<file path="src/lpmc_pkg.sv">
package lpmc_pkg;
  localparam int LPMC_NUM_IRQ     = 16;
  localparam int LPMC_NUM_KEY     = 16;
  localparam int LPMC_NUM_WAKE    = 16;
  localparam int LPMC_NUM_MOD     = 16;
  localparam int LPMC_STS_W       = 3;
  localparam int LPMC_CLK_MHZ     = 40;
  // settling wait per standby-timer code, in microseconds
  localparam int LPMC_SETTLE_US0  = 8;
  localparam int LPMC_SETTLE_US1  = 16;
  localparam int LPMC_SETTLE_US2  = 32;
  localparam int LPMC_SETTLE_US3  = 64;
  localparam int LPMC_SETTLE_US4  = 128;
  localparam int LPMC_SETTLE_US5  = 256;
  localparam int LPMC_SETTLE_US6  = 512;
  localparam int LPMC_SETTLE_US7  = 1024;
  localparam int LPMC_CNT_W       = 16;
  localparam logic [15:0] LPMC_HALT_RST = 16'hFFFF;
  localparam logic LPMC_NMI_FALL  = 1'b0;

  typedef enum logic [2:0] {
    LPMC_RUN, LPMC_SLEEP, LPMC_STANDBY, LPMC_WATCH, LPMC_SETTLE
  } lpmc_state_t;

  // settling wait in cycles for a standby-timer code
  function automatic logic [LPMC_CNT_W-1:0] lpmc_settle_cycles(input logic [2:0] sel);
    int us;
    case (sel)
      3'h0: us = LPMC_SETTLE_US0;
      3'h1: us = LPMC_SETTLE_US1;
      3'h2: us = LPMC_SETTLE_US2;
      3'h3: us = LPMC_SETTLE_US3;
      3'h4: us = LPMC_SETTLE_US4;
      3'h5: us = LPMC_SETTLE_US5;
      3'h6: us = LPMC_SETTLE_US6;
      default: us = LPMC_SETTLE_US7;
    endcase
    return LPMC_CNT_W'(us * LPMC_CLK_MHZ);
  endfunction
endpackage

</file>
<file path="src/lpmc_ctrl.sv">
// Contract
// RULE_01: sleep instruction, standby and low-speed off: sleep
// RULE_02: sleep halts processor, peripherals keep running
// RULE_03: accepted interrupt ends sleep; masked ones do not
// RULE_04: reset pin low enters reset state
// RULE_05: standby select, no low speed, no prescaler: standby
// RULE_06: standby stops processor, peripherals and oscillator
// RULE_07: only external, PS2 or reset end standby
// RULE_08: wake restarts oscillator, waits selected settling time
// RULE_09: disabled or masked lines never end standby
// RULE_10: software enables wake sources, blocks higher priority
// RULE_11: reset in standby restarts oscillator, clock supplied
// RULE_12: reset held low until oscillation is stable
// RULE_13: edge select chooses falling or rising nmi
// RULE_14: standby, no direct transfer, prescaler set: watch mode; code also requires HIGH_SPEED
// RULE_15: watch stops all but subclock watchdog
// RULE_16: watch ends on watchdog, external, PS2, reset
// RULE_17: watch wake settles then starts exception handling
// RULE_18: disabled or masked peripheral irqs keep watch
// RULE_19: module halt bit acts at bus cycle end
// RULE_20: all modules halted after reset
// RULE_21: halted module ignores register access
`timescale 1ns/100ps
module lpmc_ctrl import lpmc_pkg::*; #(
  parameter int NIRQ = LPMC_NUM_IRQ,
  parameter int NKEY = LPMC_NUM_KEY,
  parameter int NWK  = LPMC_NUM_WAKE,
  parameter int NMOD = LPMC_NUM_MOD
) (
  // clock and reset
  input  wire logic                  CLK,
  input  wire logic                  RST_N,
  // processor side
  input  wire logic                  SLEEP_EXEC,
  input  wire logic                  HIGH_SPEED,
  input  wire logic                  CPU_INT_MASK,
  input  wire logic                  BUS_CYCLE_END,
  input  wire logic                  PERIPH_IRQ,
  input  wire logic                  PS2_IRQ,
  input  wire logic                  WOVI_IRQ,
  // control bits
  input  wire logic                  STANDBY_SELECT_BIT,
  input  wire logic                  LOW_SPEED_ON_BIT,
  input  wire logic                  DIRECT_TRANSFER_ON_BIT,
  input  wire logic                  PRESCALER_SELECT_BIT,
  input  wire logic [LPMC_STS_W-1:0] STANDBY_TIMER_SELECT_FIELD,
  input  wire logic                  NMI_EDGE_SELECT_BIT,
  input  wire logic [NIRQ-1:0]       IRQ_ENABLE,
  input  wire logic [NKEY-1:0]       KEY_ENABLE,
  input  wire logic [NWK-1:0]        WAKEUP_ENABLE,
  input  wire logic [NMOD-1:0]       MODULE_HALT_CONTROL_REG,
  // pins
  input  wire logic                  RESET_PIN_N,
  input  wire logic                  NMI_PIN,
  input  wire logic [NIRQ-1:0]       IRQ_PINS,
  input  wire logic [NKEY-1:0]       KEY_INPUTS,
  input  wire logic [NWK-1:0]        WAKEUP_INPUTS,
  // outputs
  output logic                       CPU_HALT,
  output logic                       PERIPH_STOP,
  output logic                       OSC_STOP,
  output logic                       SUBCLK_WDT_RUN,
  output logic                       IRQ_EXCEPTION,
  output logic                       RESET_STATE,
  output logic                       RESET_EXCEPTION,
  output logic                       NMI_EVENT,
  output logic [NMOD-1:0]            MODULE_HALT,
  output logic [NMOD-1:0]            MODULE_ACCESS_EN,
  output logic [2:0]                 MODE
);
  localparam int NP = 3 + NIRQ + NKEY + NWK;

  lpmc_state_t           state_r, state_nxt;
  logic [LPMC_CNT_W-1:0] cnt_r, cnt_nxt;
  logic [NP-1:0]         pin_s;
  logic                  res_n_s, nmi_s, nmi_d_r, res_d_r;
  logic [NIRQ-1:0]       irq_s;
  logic [NKEY-1:0]       key_s;
  logic [NWK-1:0]        wk_s;
  logic [NMOD-1:0]       halt_w;
  logic                  exc_r, rstx_r, nmi_ev_r;

  lpmc_sync #(.W(NP)) u_sync (
    .clk   (CLK),
    .rst_n (RST_N),
    .d     ({RESET_PIN_N, NMI_PIN, 1'b0, IRQ_PINS, KEY_INPUTS, WAKEUP_INPUTS}),
    .q     (pin_s)
  );

  assign res_n_s = pin_s[NP-1];
  assign nmi_s   = pin_s[NP-2];
  assign irq_s   = pin_s[NKEY+NWK +: NIRQ];
  assign key_s   = pin_s[NWK +: NKEY];
  assign wk_s    = pin_s[0 +: NWK];

  // RULE_13 edge select
  wire nmi_raw  = (NMI_EDGE_SELECT_BIT == LPMC_NMI_FALL) ? (nmi_d_r & ~nmi_s)
                                                         : (~nmi_d_r & nmi_s);
  // synchroniser flops leave reset at 0, so no edge counts until they hold real pin levels
  wire nmi_edge = nmi_raw & res_d_r;
  // RULE_09 masked sources ignored
  wire irq_ok = |(irq_s & IRQ_ENABLE) & ~CPU_INT_MASK;
  wire key_ok = (|(key_s & KEY_ENABLE) | |(wk_s & WAKEUP_ENABLE)) & ~CPU_INT_MASK;
  // RULE_07 external wake set
  wire ext_wake = nmi_edge | irq_ok | key_ok | (PS2_IRQ & ~CPU_INT_MASK);
  // RULE_18 peripheral irqs masked
  wire per_ok = PERIPH_IRQ & ~CPU_INT_MASK;
  // RULE_03 any accepted interrupt
  wire any_int = ext_wake | per_ok | (WOVI_IRQ & ~CPU_INT_MASK);
  // RULE_16 watch wake set
  wire watch_wake = ext_wake | (WOVI_IRQ & ~CPU_INT_MASK);

  // RULE_01 sleep entry
  wire go_sleep = SLEEP_EXEC & ~STANDBY_SELECT_BIT & ~LOW_SPEED_ON_BIT;
  // RULE_05 standby entry
  wire go_stby  = SLEEP_EXEC & STANDBY_SELECT_BIT & ~LOW_SPEED_ON_BIT & ~PRESCALER_SELECT_BIT;
  // RULE_14 watch entry
  wire go_watch = SLEEP_EXEC & HIGH_SPEED & STANDBY_SELECT_BIT & ~DIRECT_TRANSFER_ON_BIT
                  & PRESCALER_SELECT_BIT;
  wire [LPMC_CNT_W-1:0] settle = lpmc_settle_cycles(STANDBY_TIMER_SELECT_FIELD);

  always_comb begin
    state_nxt = state_r;
    cnt_nxt   = cnt_r;
    case (state_r)
      LPMC_RUN: begin
        if (go_sleep) begin
          state_nxt = LPMC_SLEEP;
        end else if (go_stby) begin
          state_nxt = LPMC_STANDBY;
        end else if (go_watch) begin
          state_nxt = LPMC_WATCH;
        end
      end
      LPMC_SLEEP: begin
        if (any_int) begin
          state_nxt = LPMC_RUN;
        end
      end
      // RULE_08 oscillator restart wait
      LPMC_STANDBY: begin
        if (ext_wake) begin
          state_nxt = LPMC_SETTLE;
          cnt_nxt   = settle;
        end
      end
      // RULE_17 watch wake settles
      LPMC_WATCH: begin
        if (watch_wake) begin
          state_nxt = LPMC_SETTLE;
          cnt_nxt   = settle;
        end
      end
      LPMC_SETTLE: begin
        if (cnt_r <= LPMC_CNT_W'(1)) begin
          state_nxt = LPMC_RUN;
        end else begin
          cnt_nxt = cnt_r - LPMC_CNT_W'(1);
        end
      end
      default: state_nxt = LPMC_RUN;
    endcase
    // RULE_04 pin forces run
    if (!res_n_s) begin
      state_nxt = LPMC_RUN;
      cnt_nxt   = '0;
    end
  end

  wire wake_done = (state_r == LPMC_SETTLE) && (state_nxt == LPMC_RUN);
  wire sleep_done = (state_r == LPMC_SLEEP) && any_int;

  always_ff @(posedge CLK) begin
    // RULE_04 reset pin entry
    // RULE_11 reset restarts oscillator
    if (!RST_N || !res_n_s) begin
      state_r <= LPMC_RUN;
      cnt_r   <= '0;
    end else begin
      state_r <= state_nxt;
      cnt_r   <= cnt_nxt;
    end
  end

  always_ff @(posedge CLK) begin
    if (!RST_N) begin
      nmi_d_r  <= 1'b0;
      res_d_r  <= 1'b0;
      exc_r    <= 1'b0;
      rstx_r   <= 1'b0;
      nmi_ev_r <= 1'b0;
    end else begin
      nmi_d_r  <= nmi_s;
      res_d_r  <= res_n_s;
      exc_r    <= res_n_s & (sleep_done | wake_done);
      // RULE_12 exception on pin release
      rstx_r   <= res_n_s & ~res_d_r;
      nmi_ev_r <= nmi_edge;
    end
  end

  // RULE_19 halt at bus end
  // RULE_20 halted after reset
  lpmc_halt #(.N(NMOD)) u_halt (
    .clk      (CLK),
    .rst_n    (RST_N & res_n_s),
    .halt_req (MODULE_HALT_CONTROL_REG),
    .bus_end  (BUS_CYCLE_END),
    .halt_r   (halt_w)
  );

  always_ff @(posedge CLK) begin
    if (!RST_N) begin
      CPU_HALT         <= 1'b0;
      PERIPH_STOP      <= 1'b0;
      OSC_STOP         <= 1'b0;
      SUBCLK_WDT_RUN   <= 1'b1;
      IRQ_EXCEPTION    <= 1'b0;
      RESET_STATE      <= 1'b1;
      RESET_EXCEPTION  <= 1'b0;
      NMI_EVENT        <= 1'b0;
      MODULE_HALT      <= LPMC_HALT_RST[NMOD-1:0];
      MODULE_ACCESS_EN <= '0;
      MODE             <= 3'h0;
    end else begin
      // RULE_02 sleep halts processor
      CPU_HALT         <= (state_nxt != LPMC_RUN) & res_n_s;
      // RULE_06 standby stops all
      // RULE_15 watch keeps subclock watchdog
      PERIPH_STOP      <= (state_nxt == LPMC_STANDBY) | (state_nxt == LPMC_WATCH);
      OSC_STOP         <= ((state_nxt == LPMC_STANDBY) | (state_nxt == LPMC_WATCH)) & res_n_s;
      SUBCLK_WDT_RUN   <= state_nxt != LPMC_STANDBY;
      IRQ_EXCEPTION    <= exc_r;
      RESET_STATE      <= ~res_n_s;
      RESET_EXCEPTION  <= rstx_r;
      NMI_EVENT        <= nmi_ev_r;
      MODULE_HALT      <= halt_w;
      // RULE_21 halted modules ignore access
      MODULE_ACCESS_EN <= ~halt_w;
      MODE             <= state_nxt;
    end
  end
endmodule // lpmc_ctrl

</file>
<file path="src/lpmc_halt.sv">
`timescale 1ns/100ps
module lpmc_halt import lpmc_pkg::*; #(
  parameter int N = LPMC_NUM_MOD
) (
  // clock and reset
  input  wire logic         clk,
  input  wire logic         rst_n,
  // control
  input  wire logic [N-1:0] halt_req,
  input  wire logic         bus_end,
  output logic      [N-1:0] halt_r
);
  genvar i;
  generate
    for (i = 0; i < N; i++) begin : g_mod
      always_ff @(posedge clk) begin
        if (!rst_n) begin
          halt_r[i] <= LPMC_HALT_RST[i];
        end else if (bus_end) begin
          halt_r[i] <= halt_req[i];
        end
      end
    end
  endgenerate
endmodule // lpmc_halt

</file>
<file path="src/lpmc_sync.sv">
`timescale 1ns/100ps
module lpmc_sync import lpmc_pkg::*; #(
  parameter int W = 1
) (
  // clock and reset
  input  wire logic         clk,
  input  wire logic         rst_n,
  // data
  input  wire logic [W-1:0] d,
  output logic      [W-1:0] q
);
  logic [W-1:0] s1_r;

  always_ff @(posedge clk) begin
    if (!rst_n) begin
      s1_r <= '0;
      q    <= '0;
    end else begin
      s1_r <= d;
      q    <= s1_r;
    end
  end
endmodule // lpmc_sync
</file>
<file path="config.mk">
export PLATFORM = sky130hd
export DESIGN_NAME = lpmc_ctrl
export DESIGN_NICKNAME = d
export VERILOG_FILES = /design/src/lpmc_pkg.sv /design/src/lpmc_ctrl.sv /design/src/lpmc_halt.sv /design/src/lpmc_sync.sv
export SDC_FILE = /design/constraint.sdc
export NUM_CORES = 1
export LEC_CHECK = 0
export ABC_AREA = 1
export BUFFER_PORTS_ARGS = -buffer_cell sky130_fd_sc_hd__buf_2
export CAP_MARGIN = 15
export CORE_AREA = 2 2 126 128
export CTS_CLUSTER_DIAMETER = 30
export DETAILED_ROUTE_END_ITERATION = 7
export DIE_AREA = 0 0 128 130
export PLACE_DENSITY = 0.74
export SYNTH_ARGS = -nofsm -noshare
export SYNTH_HDL_FRONTEND = slang
export SYNTH_HIERARCHICAL = 1
export SYNTH_SLANG_ARGS = --single-unit
</file>
<file path="constraint.sdc">
create_clock -name CLK -period 2.7 [get_ports CLK]
set_input_delay 0.135 -clock CLK [delete_from_list [all_inputs] [get_ports CLK]]
set_output_delay 0.135 -clock CLK [all_outputs]
set_load 0.01 [all_outputs]
</file>
; ---- Word level (Yosys, flattened, before mapping)
; Cells that the tools add are included.
[word_totals]
ff_bits = 185
in_bits = 131
elab_cells = 130
[classes]
bitwise = 44
mul = 1
n_reduce_logical = 15
magnitude_cmp = 1
eq_ne = 16
add_sub_neg = 1
muxes = 15
[op_table]
columns = cell, count
row1 = one-hot mux 11 bit (7 select lines), 1
row2 = AND 16 bit, 3
row3 = two-way mux 16 bit, 3
row4 = one-hot mux 16 bit (3 select lines), 1
row5 = OR reduction 16 bit, 3
row6 = "multiplier 32 x 4 -> 13 bit, second input constant", 1
row7 = two-way mux 3 bit, 8
row8 = AND 1 bit, 22
row9 = "== test 3 x 2 -> 1 bit, second input constant", 6
row10 = "<= comparator 16 x 1 -> 1 bit, second input constant", 1
row11 = NOT 16 bit, 1
row12 = "subtractor 16 x 1 -> 16 bit, second input constant", 1
row13 = one-hot mux 3 bit (5 select lines), 1
row14 = "== test 3 bit, second input constant", 4
row15 = logical NOT 3 bit, 3
row16 = NOT 1 bit, 9
row17 = bitwise OR 1 bit, 9
row18 = "== test 3 x 1 -> 1 bit, second input constant", 2
row19 = "!= test 2 bit, second input constant", 3
row20 = nonzero test 3 bit, 2
row21 = AND reduction 4 bit, 1
row22 = "!= test 3 x 2 -> 1 bit, second input constant", 1
row23 = logical AND 1 bit, 2
row24 = logical NOT 1 bit, 2
row25 = 3 further kinds, 3

; ---- Longest topological paths before layout
; Gate-level depths: netlist of run 1.
[depth]
ltp_word = 16
ltp_mapped = 14
depth_no_buf = 14

; ---- Modules after synthesis
; Netlist of run 1, hierarchy kept.
[modules_own_cells]
columns = module, cells_per_inst, instances, seq_area_each_um2, area_each_um2
row1 = lpmc_ctrl, 427, 1, 1341.3, 3115.5
row2 = lpmc_sync, 317, 1, 2042.0, 2915.3
row3 = lpmc_halt, 70, 1, 320.3, 668.1

; ---- Worst setup path after synthesis of run 1
; No wires, ideal clock.
[synth_timing]
kind = input -> register
start = input STANDBY_TIMER_SELECT_FIELD[0]
end = register cnt_r[15]
required_time_ns = 2.626
arrival_time_ns = 1.950
path_slack_ns = 0.676
path_stages = 10
setup_time_ns = 0.074
cell_sequence = inv_1 > nor3_1 > ha_1 > ha_1 > inv_1 > fa_1 > o21ai_0 > a21oi_1 > a2111o_1 > a31oi_1
[synth_via]
elab_chain_cells = 5
[synth_lines]
columns = element, line
row1 = start: declaration, lpmc_ctrl.sv:46  ; input wire logic [LPMC_STS_W-1:0] STANDBY_TIMER_SELECT_FIELD,
row2 = "== test 3 bit, or another cell as far along", lpmc_pkg.sv:28  ; case (sel)
row3 = one-hot mux 11 bit (7 select lines) *, lpmc_pkg.sv:28
row4 = multiplier 32 x 4 -> 13 bit *, lpmc_pkg.sv:38  ; return LPMC_CNT_W'(us * LPMC_CLK_MHZ);
row5 = two-way mux 16 bit (on tied branches), "lpmc_ctrl.sv:149, lpmc_ctrl.sv:142"
row6 = one-hot mux 16 bit (3 select lines) *, lpmc_ctrl.sv:125  ; case (state_r)
row7 = end signal: assignment, lpmc_ctrl.sv:181  ; cnt_r <= cnt_nxt;
row8 = end: declaration, lpmc_ctrl.sv:74  ; logic [LPMC_CNT_W-1:0] cnt_r, cnt_nxt;
; Every way passes the cells marked *; elsewhere a longest branch is shown, timed or not. The select of a mux whose other input is x is not followed.
; A chain may end at the register's enable or synchronous reset.

; ---- Worst setup path after layout of run 1
[layout_timing]
start = register u_sync.q[12]
end = register CPU_HALT
[layout_via]
elab_chain_cells = 13
[layout_lines]
columns = element, line
row1 = start: declaration, lpmc_sync.sv:10  ; output logic [W-1:0] q
row2 = start signal: assignment, lpmc_sync.sv:20  ; q <= s1_r;
row3 = AND 16 bit *, lpmc_ctrl.sv:103  ; wire key_ok = (|(key_s & KEY_ENABLE) | |(wk_s & WAKEUP_ENABLE)) & ~CPU_INT_MASK;
row4 = OR reduction 16 bit *, lpmc_ctrl.sv:103
row5 = bitwise OR 1 bit *, lpmc_ctrl.sv:103
row6 = AND 1 bit *, lpmc_ctrl.sv:103
row7 = bitwise OR 1 bit * (2 in series), lpmc_ctrl.sv:105  ; wire ext_wake = nmi_edge | irq_ok | key_ok | (PS2_IRQ & ~CPU_INT_MASK);
row8 = bitwise OR 1 bit (2 in series), lpmc_ctrl.sv:109  ; wire any_int = ext_wake | per_ok | (WOVI_IRQ & ~CPU_INT_MASK);
row9 = two-way mux 3 bit, lpmc_ctrl.sv:136  ; if (any_int) begin
row10 = one-hot mux 3 bit (5 select lines) *, lpmc_ctrl.sv:125
row11 = two-way mux 3 bit *, lpmc_ctrl.sv:164  ; if (!res_n_s) begin
row12 = nonzero test 3 bit *, lpmc_ctrl.sv:227  ; CPU_HALT <= (state_nxt != LPMC_RUN) & res_n_s;
row13 = AND 1 bit *, lpmc_ctrl.sv:227
row14 = end signal: assignment, lpmc_ctrl.sv:227
row15 = end: declaration, lpmc_ctrl.sv:59  ; output logic CPU_HALT,
; Every way passes the cells marked *; elsewhere a longest branch is shown, timed or not.

==> results.sh, run 1 <==
export IMPL_status="finished, final reports clean"
export IMPL_synth_area_um2=6640
export IMPL_syn_nets=951
export IMPL_irDropWorstVdd_v=0.000416
export IMPL_tns_ps=0
export IMPL_antenna_left=0
export IMPL_root_buffer="clkbuf_16"
export IMPL_clock_sinks=183
export IMPL_routed_via_density=4.34
export IMPL_fin_crit_ps=2030
export IMPL_crit_required_ps=3000
export IMPL_reg2reg_from="u_sync/q[12]"
export IMPL_switchingPower_mw=1.21
export IMPL_cp_slowest_stage_delay_ps=300
export IMPL_r2r_slack_ps=670
export IMPL_gr_total_overflow=0
export IMPL_drc=0
export IMPL_fillers=1394
export IMPL_hold_path_class="in -> reg"
export IMPL_crit_buf_inv=2
export IMPL_grt_max_degree=106
export IMPL_critPathLaunchType="flip-flop"
export IMPL_fin_ws_ps=668
export IMPL_routedWlPerCell_um=11.3
export IMPL_rsz0062_at_grt="no"
export IMPL_die_w_um=128
export IMPL_r2r_end="CPU_HALT"
export IMPL_drv_slew=0
export IMPL_worstPathArrival_ps=2340
export IMPL_io_pins=174
export IMPL_whs_path_depth=4
export IMPL_hold_start="STANDBY_TIMER_SELECT_FIELD[1]"
export IMPL_grt_usage=0.174
export IMPL_cpMaxStageDelayCell="dfxtp_1"
export IMPL_clock_path_buffers=2
export IMPL_drt_total_wl_um=14100
export IMPL_synthCells=807
export IMPL_power_leakage_nw=4.76
export IMPL_grt_pass1_wl_um=22800
export IMPL_hold_violations=0
export IMPL_avgSynthCellArea_um2=8.23
export IMPL_internal_power_mw=4.31
export IMPL_pwr_share_clk=0.422
export IMPL_nNetsFinal=1189
export IMPL_core_rowCount=46
export IMPL_seq_power_share=0.508
export IMPL_diodes=0
export IMPL_setup_viol=0
export IMPL_portBuffers=173
export IMPL_initial_core_util=0.430
export IMPL_coreArea_um2=15400
export IMPL_place_ws_ps=290
export IMPL_initialDrtViolationCount=248
export IMPL_powerDensity_nw_per_um2=629
export IMPL_gp_congestion=0.814
export IMPL_slew_headroom=0.352
export IMPL_path_clk_slew_ps=60
export IMPL_cts_resized=0
export IMPL_worstMarginPinSlew_ps=972
export IMPL_path_max_fanout=24
export IMPL_critPathKind="reg -> reg"
export IMPL_skew_ps=10.3
export IMPL_crit_family="simple AND/OR/NAND/NOR gates"
export IMPL_fin_crit_sh=0.753
export IMPL_die_area_um2=16600
export IMPL_cts_max_level=4
export IMPL_comb_power_share=0.071
export IMPL_numCtsBuffers=17
export IMPL_cts_setup_buffers=0
export IMPL_dieHeight_um=130
export IMPL_dr_pass1_iters=4
export IMPL_holdBufCountCts=66
export IMPL_dp_hpwl_um=9420
export IMPL_cp_cell_sequence="nand2_1 -> nand2_1 -> nor2_1 -> nand2_1 -> nor2_1 -> nand3_1 -> nand2_2 -> nand4_4 -> nand2_4 -> inv_4 -> o21ai_1 -> nand2_1 -> nand2_1 -> inv_1"
export IMPL_antenna_found_initial=0
export IMPL_yosysWarnings=6
export IMPL_drv_cap=0
export IMPL_worst_r2r_path_depth=14
export IMPL_first_global_vias=5208
export IMPL_cp_common_cell="nand2_1"
export IMPL_cts_tree="done"
export IMPL_critPathCaptureType="flip-flop"
export IMPL_via_count=5430
export IMPL_area_growth_pct=32.2
export IMPL_worstSkewPairLatency_ps=410
export IMPL_fmax_mhz=492
export IMPL_drive_gt1_frac=0.231
export IMPL_swShare=0.219
export IMPL_hold_end="cnt_r[6]"
worst reg2reg max path, stage by stage, from the launching register on:
cell and delay [ps]:
dfxtp_1 300, nand2_1 60, nand2_1 50, nor2_1 120, nand2_1 60, nor2_1 230
nand3_1 170, nand2_2 150, nand4_4 110, nand2_4 160, inv_4 130, o21ai_1 220
nand2_1 70, nand2_1 70, inv_1 50
through the flow:
stage | cell area (um2) | power (mW) | hold WS [ps] | utilization | std cells
5_1_grt | 8780 | 5.75 | 119 | 0.569 | 1250
6_report | 8780 | 5.52 | 123 | 0.569 | 1250
2_1_floorplan | 6640 | 3.05 | 233 | - | 807
3_5_place_dp | 7560 | 3.18 | 319 | 0.490 | 1152
3_3_place_gp | 7560 | 3.17 | 314 | 0.490 | 1152
4_1_cts | 8780 | 5.58 | 97.7 | 0.569 | 1250
power groups by stage:
stage          clock, mW  combinational, mW  sequential (mW)
4_1_cts             2.39              0.390             2.80
3_3_place_gp           0              0.309             2.86
3_5_place_dp           0              0.314             2.86
6_report            2.33              0.390             2.80
5_1_grt             2.50              0.443             2.81
2_1_floorplan          0              0.188             2.86
layout by cell type (no fill, tap or decap), types with 4 or more instances in the layout:
cell type	instances
dfxtp_1	183
nand2_2	13
dlygate4sd3_1	66
clkinv_2	4
nand3_2	10
buf_2	172
nor2_2	4
xor2_1	4
ha_1	12
nand2_1	241
a31oi_1	7
nand3_1	17
o21ai_0	20
nor3_1	11
clkbuf_16	17
a21oi_1	14
inv_1	150
nor2_1	64
nand4_1	4
cell type report:
class / instances / area (um2) / share of cell area
Tap cell: 192 / 240 / 0.0274
Clock buffer: 22 / 464 / 0.0529
Timing Repair Buffer: 241 / 1540 / 0.176
Inverter: 153 / 582 / 0.0663
Multi-Input combinational cell: 449 / 2190 / 0.250
Clock inverter: 10 / 95.1 / 0.0108
Sequential cell: 183 / 3660 / 0.417
sequential cells by signal (all words and copies together) (netlist names), 3 cells and up:
| signal | cells |
|---|---|
| u_halt/halt_r | 16 |
| MODULE_HALT | 16 |
| u_sync/s1_r | 50 |
| cnt_r | 16 |
| state_r | 3 |
| MODE | 3 |
| u_sync/q | 50 |
| MODULE_ACCESS_EN | 16 |
layer usage:
metal	up-vias	GRT usage	wire, um
met5	-	0	0
met4	0	0.0679	244
met3	16	0.0418	478
met2	122	0.316	7170
met1	2404	0.199	6220
li1	2888	-	-
worst max path at each step:
stage	depth (start not counted)	startpoint	endpoint	slack [ps]
floorplan	10	STANDBY_TIMER_SELECT_FIELD[0]	cnt_r[15]	680
global placement	11	STANDBY_TIMER_SELECT_FIELD[0]	cnt_r[15]	320
detailed placement	11	STANDBY_TIMER_SELECT_FIELD[1]	cnt_r[15]	290
CTS	14	u_sync/q[13]	CPU_HALT	640
global route	14	u_sync/q[12]	CPU_HALT	400
finish	14	u_sync/q[12]	CPU_HALT	670
Note: power is estimated with default switching activity, not from simulation.
==> inputs of run 2 (changes only) <==
==> constraint.sdc (replaced) <==
create_clock -name CLK -period 1.95 [get_ports CLK]
set_input_delay 0.0975 -clock CLK [delete_from_list [all_inputs] [get_ports CLK]]
set_output_delay 0.0975 -clock CLK [all_outputs]
set_load 0.01 [all_outputs]
==> run 2 against run 1 <==
Effect of this change: sequential power increased by 39%; critical path depth decreased by 1; core utilization grew 1.4 points; via count rose by 2.0%; wire length is 4.0% higher; flip-flop and latch count stayed put; setup slack lost 570 ps; first-iteration DRC count up 1.6%; register-to-register slack got worse by 510 ps; largest power group unchanged.
==> results.sh, run 2 (synthesized netlist as in run 1, its figures left out) <==
export IMPL_status="finished, final reports clean"
export IMPL_initialDrtViolationCount=252
export IMPL_clock_path_buffers=2
export IMPL_gr_total_overflow=0
export IMPL_first_global_vias=5297
export IMPL_worstMarginPinSlew_ps=975
export IMPL_regArea_um2=3660
export IMPL_setup_viol=0
export IMPL_skew_ps=8.38
export IMPL_worstPathArrival_ps=2210
export IMPL_root_buffer="clkbuf_16"
export IMPL_reg2reg_from="cnt_r[0]"
export IMPL_cts_tree="done"
export IMPL_critPathCaptureType="flip-flop"
export IMPL_drt_total_wl_um=14700
export IMPL_slew_headroom=0.350
export IMPL_via_count=5538
export IMPL_fin_crit_sh=0.952
export IMPL_hold_start="STANDBY_TIMER_SELECT_FIELD[1]"
export IMPL_fillers=1361
export IMPL_routed_via_density=4.37
export IMPL_drv_cap=0
export IMPL_grt_pass1_wl_um=23900
export IMPL_io_pins=174
export IMPL_power_leakage_nw=4.88
export IMPL_critPathKind="in -> reg"
export IMPL_fmax_mhz=539
export IMPL_grt_usage=0.183
export IMPL_diodes=0
export IMPL_dpl_cell_area_um2=7700
export IMPL_dr_pass1_iters=4
export IMPL_grt_max_degree=106
export IMPL_core_rowCount=46
export IMPL_fin_crit_ps=1860
export IMPL_gp_congestion=0.795
export IMPL_portBuffers=173
export IMPL_drv_slew=0
export IMPL_layout_common_cells="nand2_1, dfxtp_1, buf_2"
export IMPL_p_total_mw=7.76
export IMPL_coreArea_um2=15400
export IMPL_powerDensity_nw_per_um2=863
export IMPL_crit_start="STANDBY_TIMER_SELECT_FIELD[0]"
export IMPL_final_common_cell="nand2_1"
export IMPL_drive_gt1_frac=0.255
export IMPL_drc=0
export IMPL_rsz0062_at_grt="yes"
export IMPL_postLayoutCellArea_um2=8990
export IMPL_path_clk_slew_ps=70
export IMPL_cts_max_level=4
export IMPL_hold_violations=0
export IMPL_initial_core_util=0.430
export IMPL_die_w_um=128
export IMPL_worstSkewPairLatency_ps=420
export IMPL_multiInputGateArea_um2=2230
export IMPL_dp_hpwl_um=9720
export IMPL_crit_required_ps=2300
export IMPL_path_max_fanout=5
export IMPL_top_regs="u_sync/q x50, u_sync/s1_r x50"
export IMPL_routedWlPerCell_um=11.6
export IMPL_antenna_found_initial=0
export IMPL_die_area_um2=16600
export IMPL_clock_sinks=183
export IMPL_numCtsBuffers=17
export IMPL_critPathLaunchType="input port"
export IMPL_antenna_left=0
export IMPL_area_growth_pct=35.5
export IMPL_hold_path_class="in -> reg"
export IMPL_dieHeight_um=130
export IMPL_nNetsFinal=1207
export IMPL_irDropWorstVdd_v=0.000622
==> run 2: cell types whose count changed in the layout (fill, tap and decap cells not counted), sizes merged <==
cell,previous run,this run
inv,156,159
clkbuf,22,20
clkinvlp,1,0
buf,175,193
==> run 2: layout make-up <==
type / count / share of cell area
multi-input cells: 449 / 0.248
inverters: 153 / 0.0652
clock buffers: 20 / 0.0519
repair buffers: 259 / 0.188
clock inverters: 12 / 0.0127
flip-flops and latches: 183 / 0.407
well taps: 192 / 0.0267
==> run 2: final timing paths <==
path / slack (ps) / cells after the start / to
max: 90 / 13 / cnt_r[14]
max reg2reg: 160 / 10 / cnt_r[7]
min reg2reg: 410 / 2 / u_sync/q[44]
min: 80 / 4 / cnt_r[6]
==> run 2: critical path, stage by stage <==
cell	delay, ps
buf_2	130
buf_4	140
nor3_1	280
ha_1	320
ha_1	220
a21oi_1	140
inv_1	60
a31oi_2	210
o21bai_1	100
a21oi_2	160
xnor2_1	150
a21oi_1	90
a21oi_1	110
==> run 2: per-layer routing <==
metal	GRT usage	wire length [um]	part of all wire
met1	0.212	6350	0.43
met2	0.315	7170	0.49
met3	0.0435	630	0.043
met5	0	0	0
met4	0.0976	514	0.035
==> run 2: where the power goes <==
part / internal, mW / switching, mW / total [mW]
sequential: 3.85 / 0.0309 / 3.88
combinational: 0.293 / 0.272 / 0.564
clock: 1.88 / 1.43 / 3.32
total: 6.03 / 1.73 / 7.76
==> run 2: stage by stage <==
| stage | hold WS, ps | setup WS, ps | TNS (ps) | util | instances |
|---|---|---|---|---|---|
| after floorplan | 195 | 15.8 | 0 | - | 807 |
| after detailed placement | 281 | -311 | -1160 | 0.499 | 1169 |
| after global placement | 277 | -242 | -837 | 0.499 | 1169 |
| final | 78.9 | 94.1 | 0 | 0.583 | 1268 |
| after CTS | 63.1 | 9.08 | 0 | 0.580 | 1267 |
| after global routing | 84.8 | -62.2 | -79.2 | 0.583 | 1268 |
==> run 2: repair_timing <==
item,CTS,global route
hold endpoints to repair,66,0
setup endpoints to repair,0,20
hold buffers,66,0
resized for setup,0,14
setup buffers,0,1
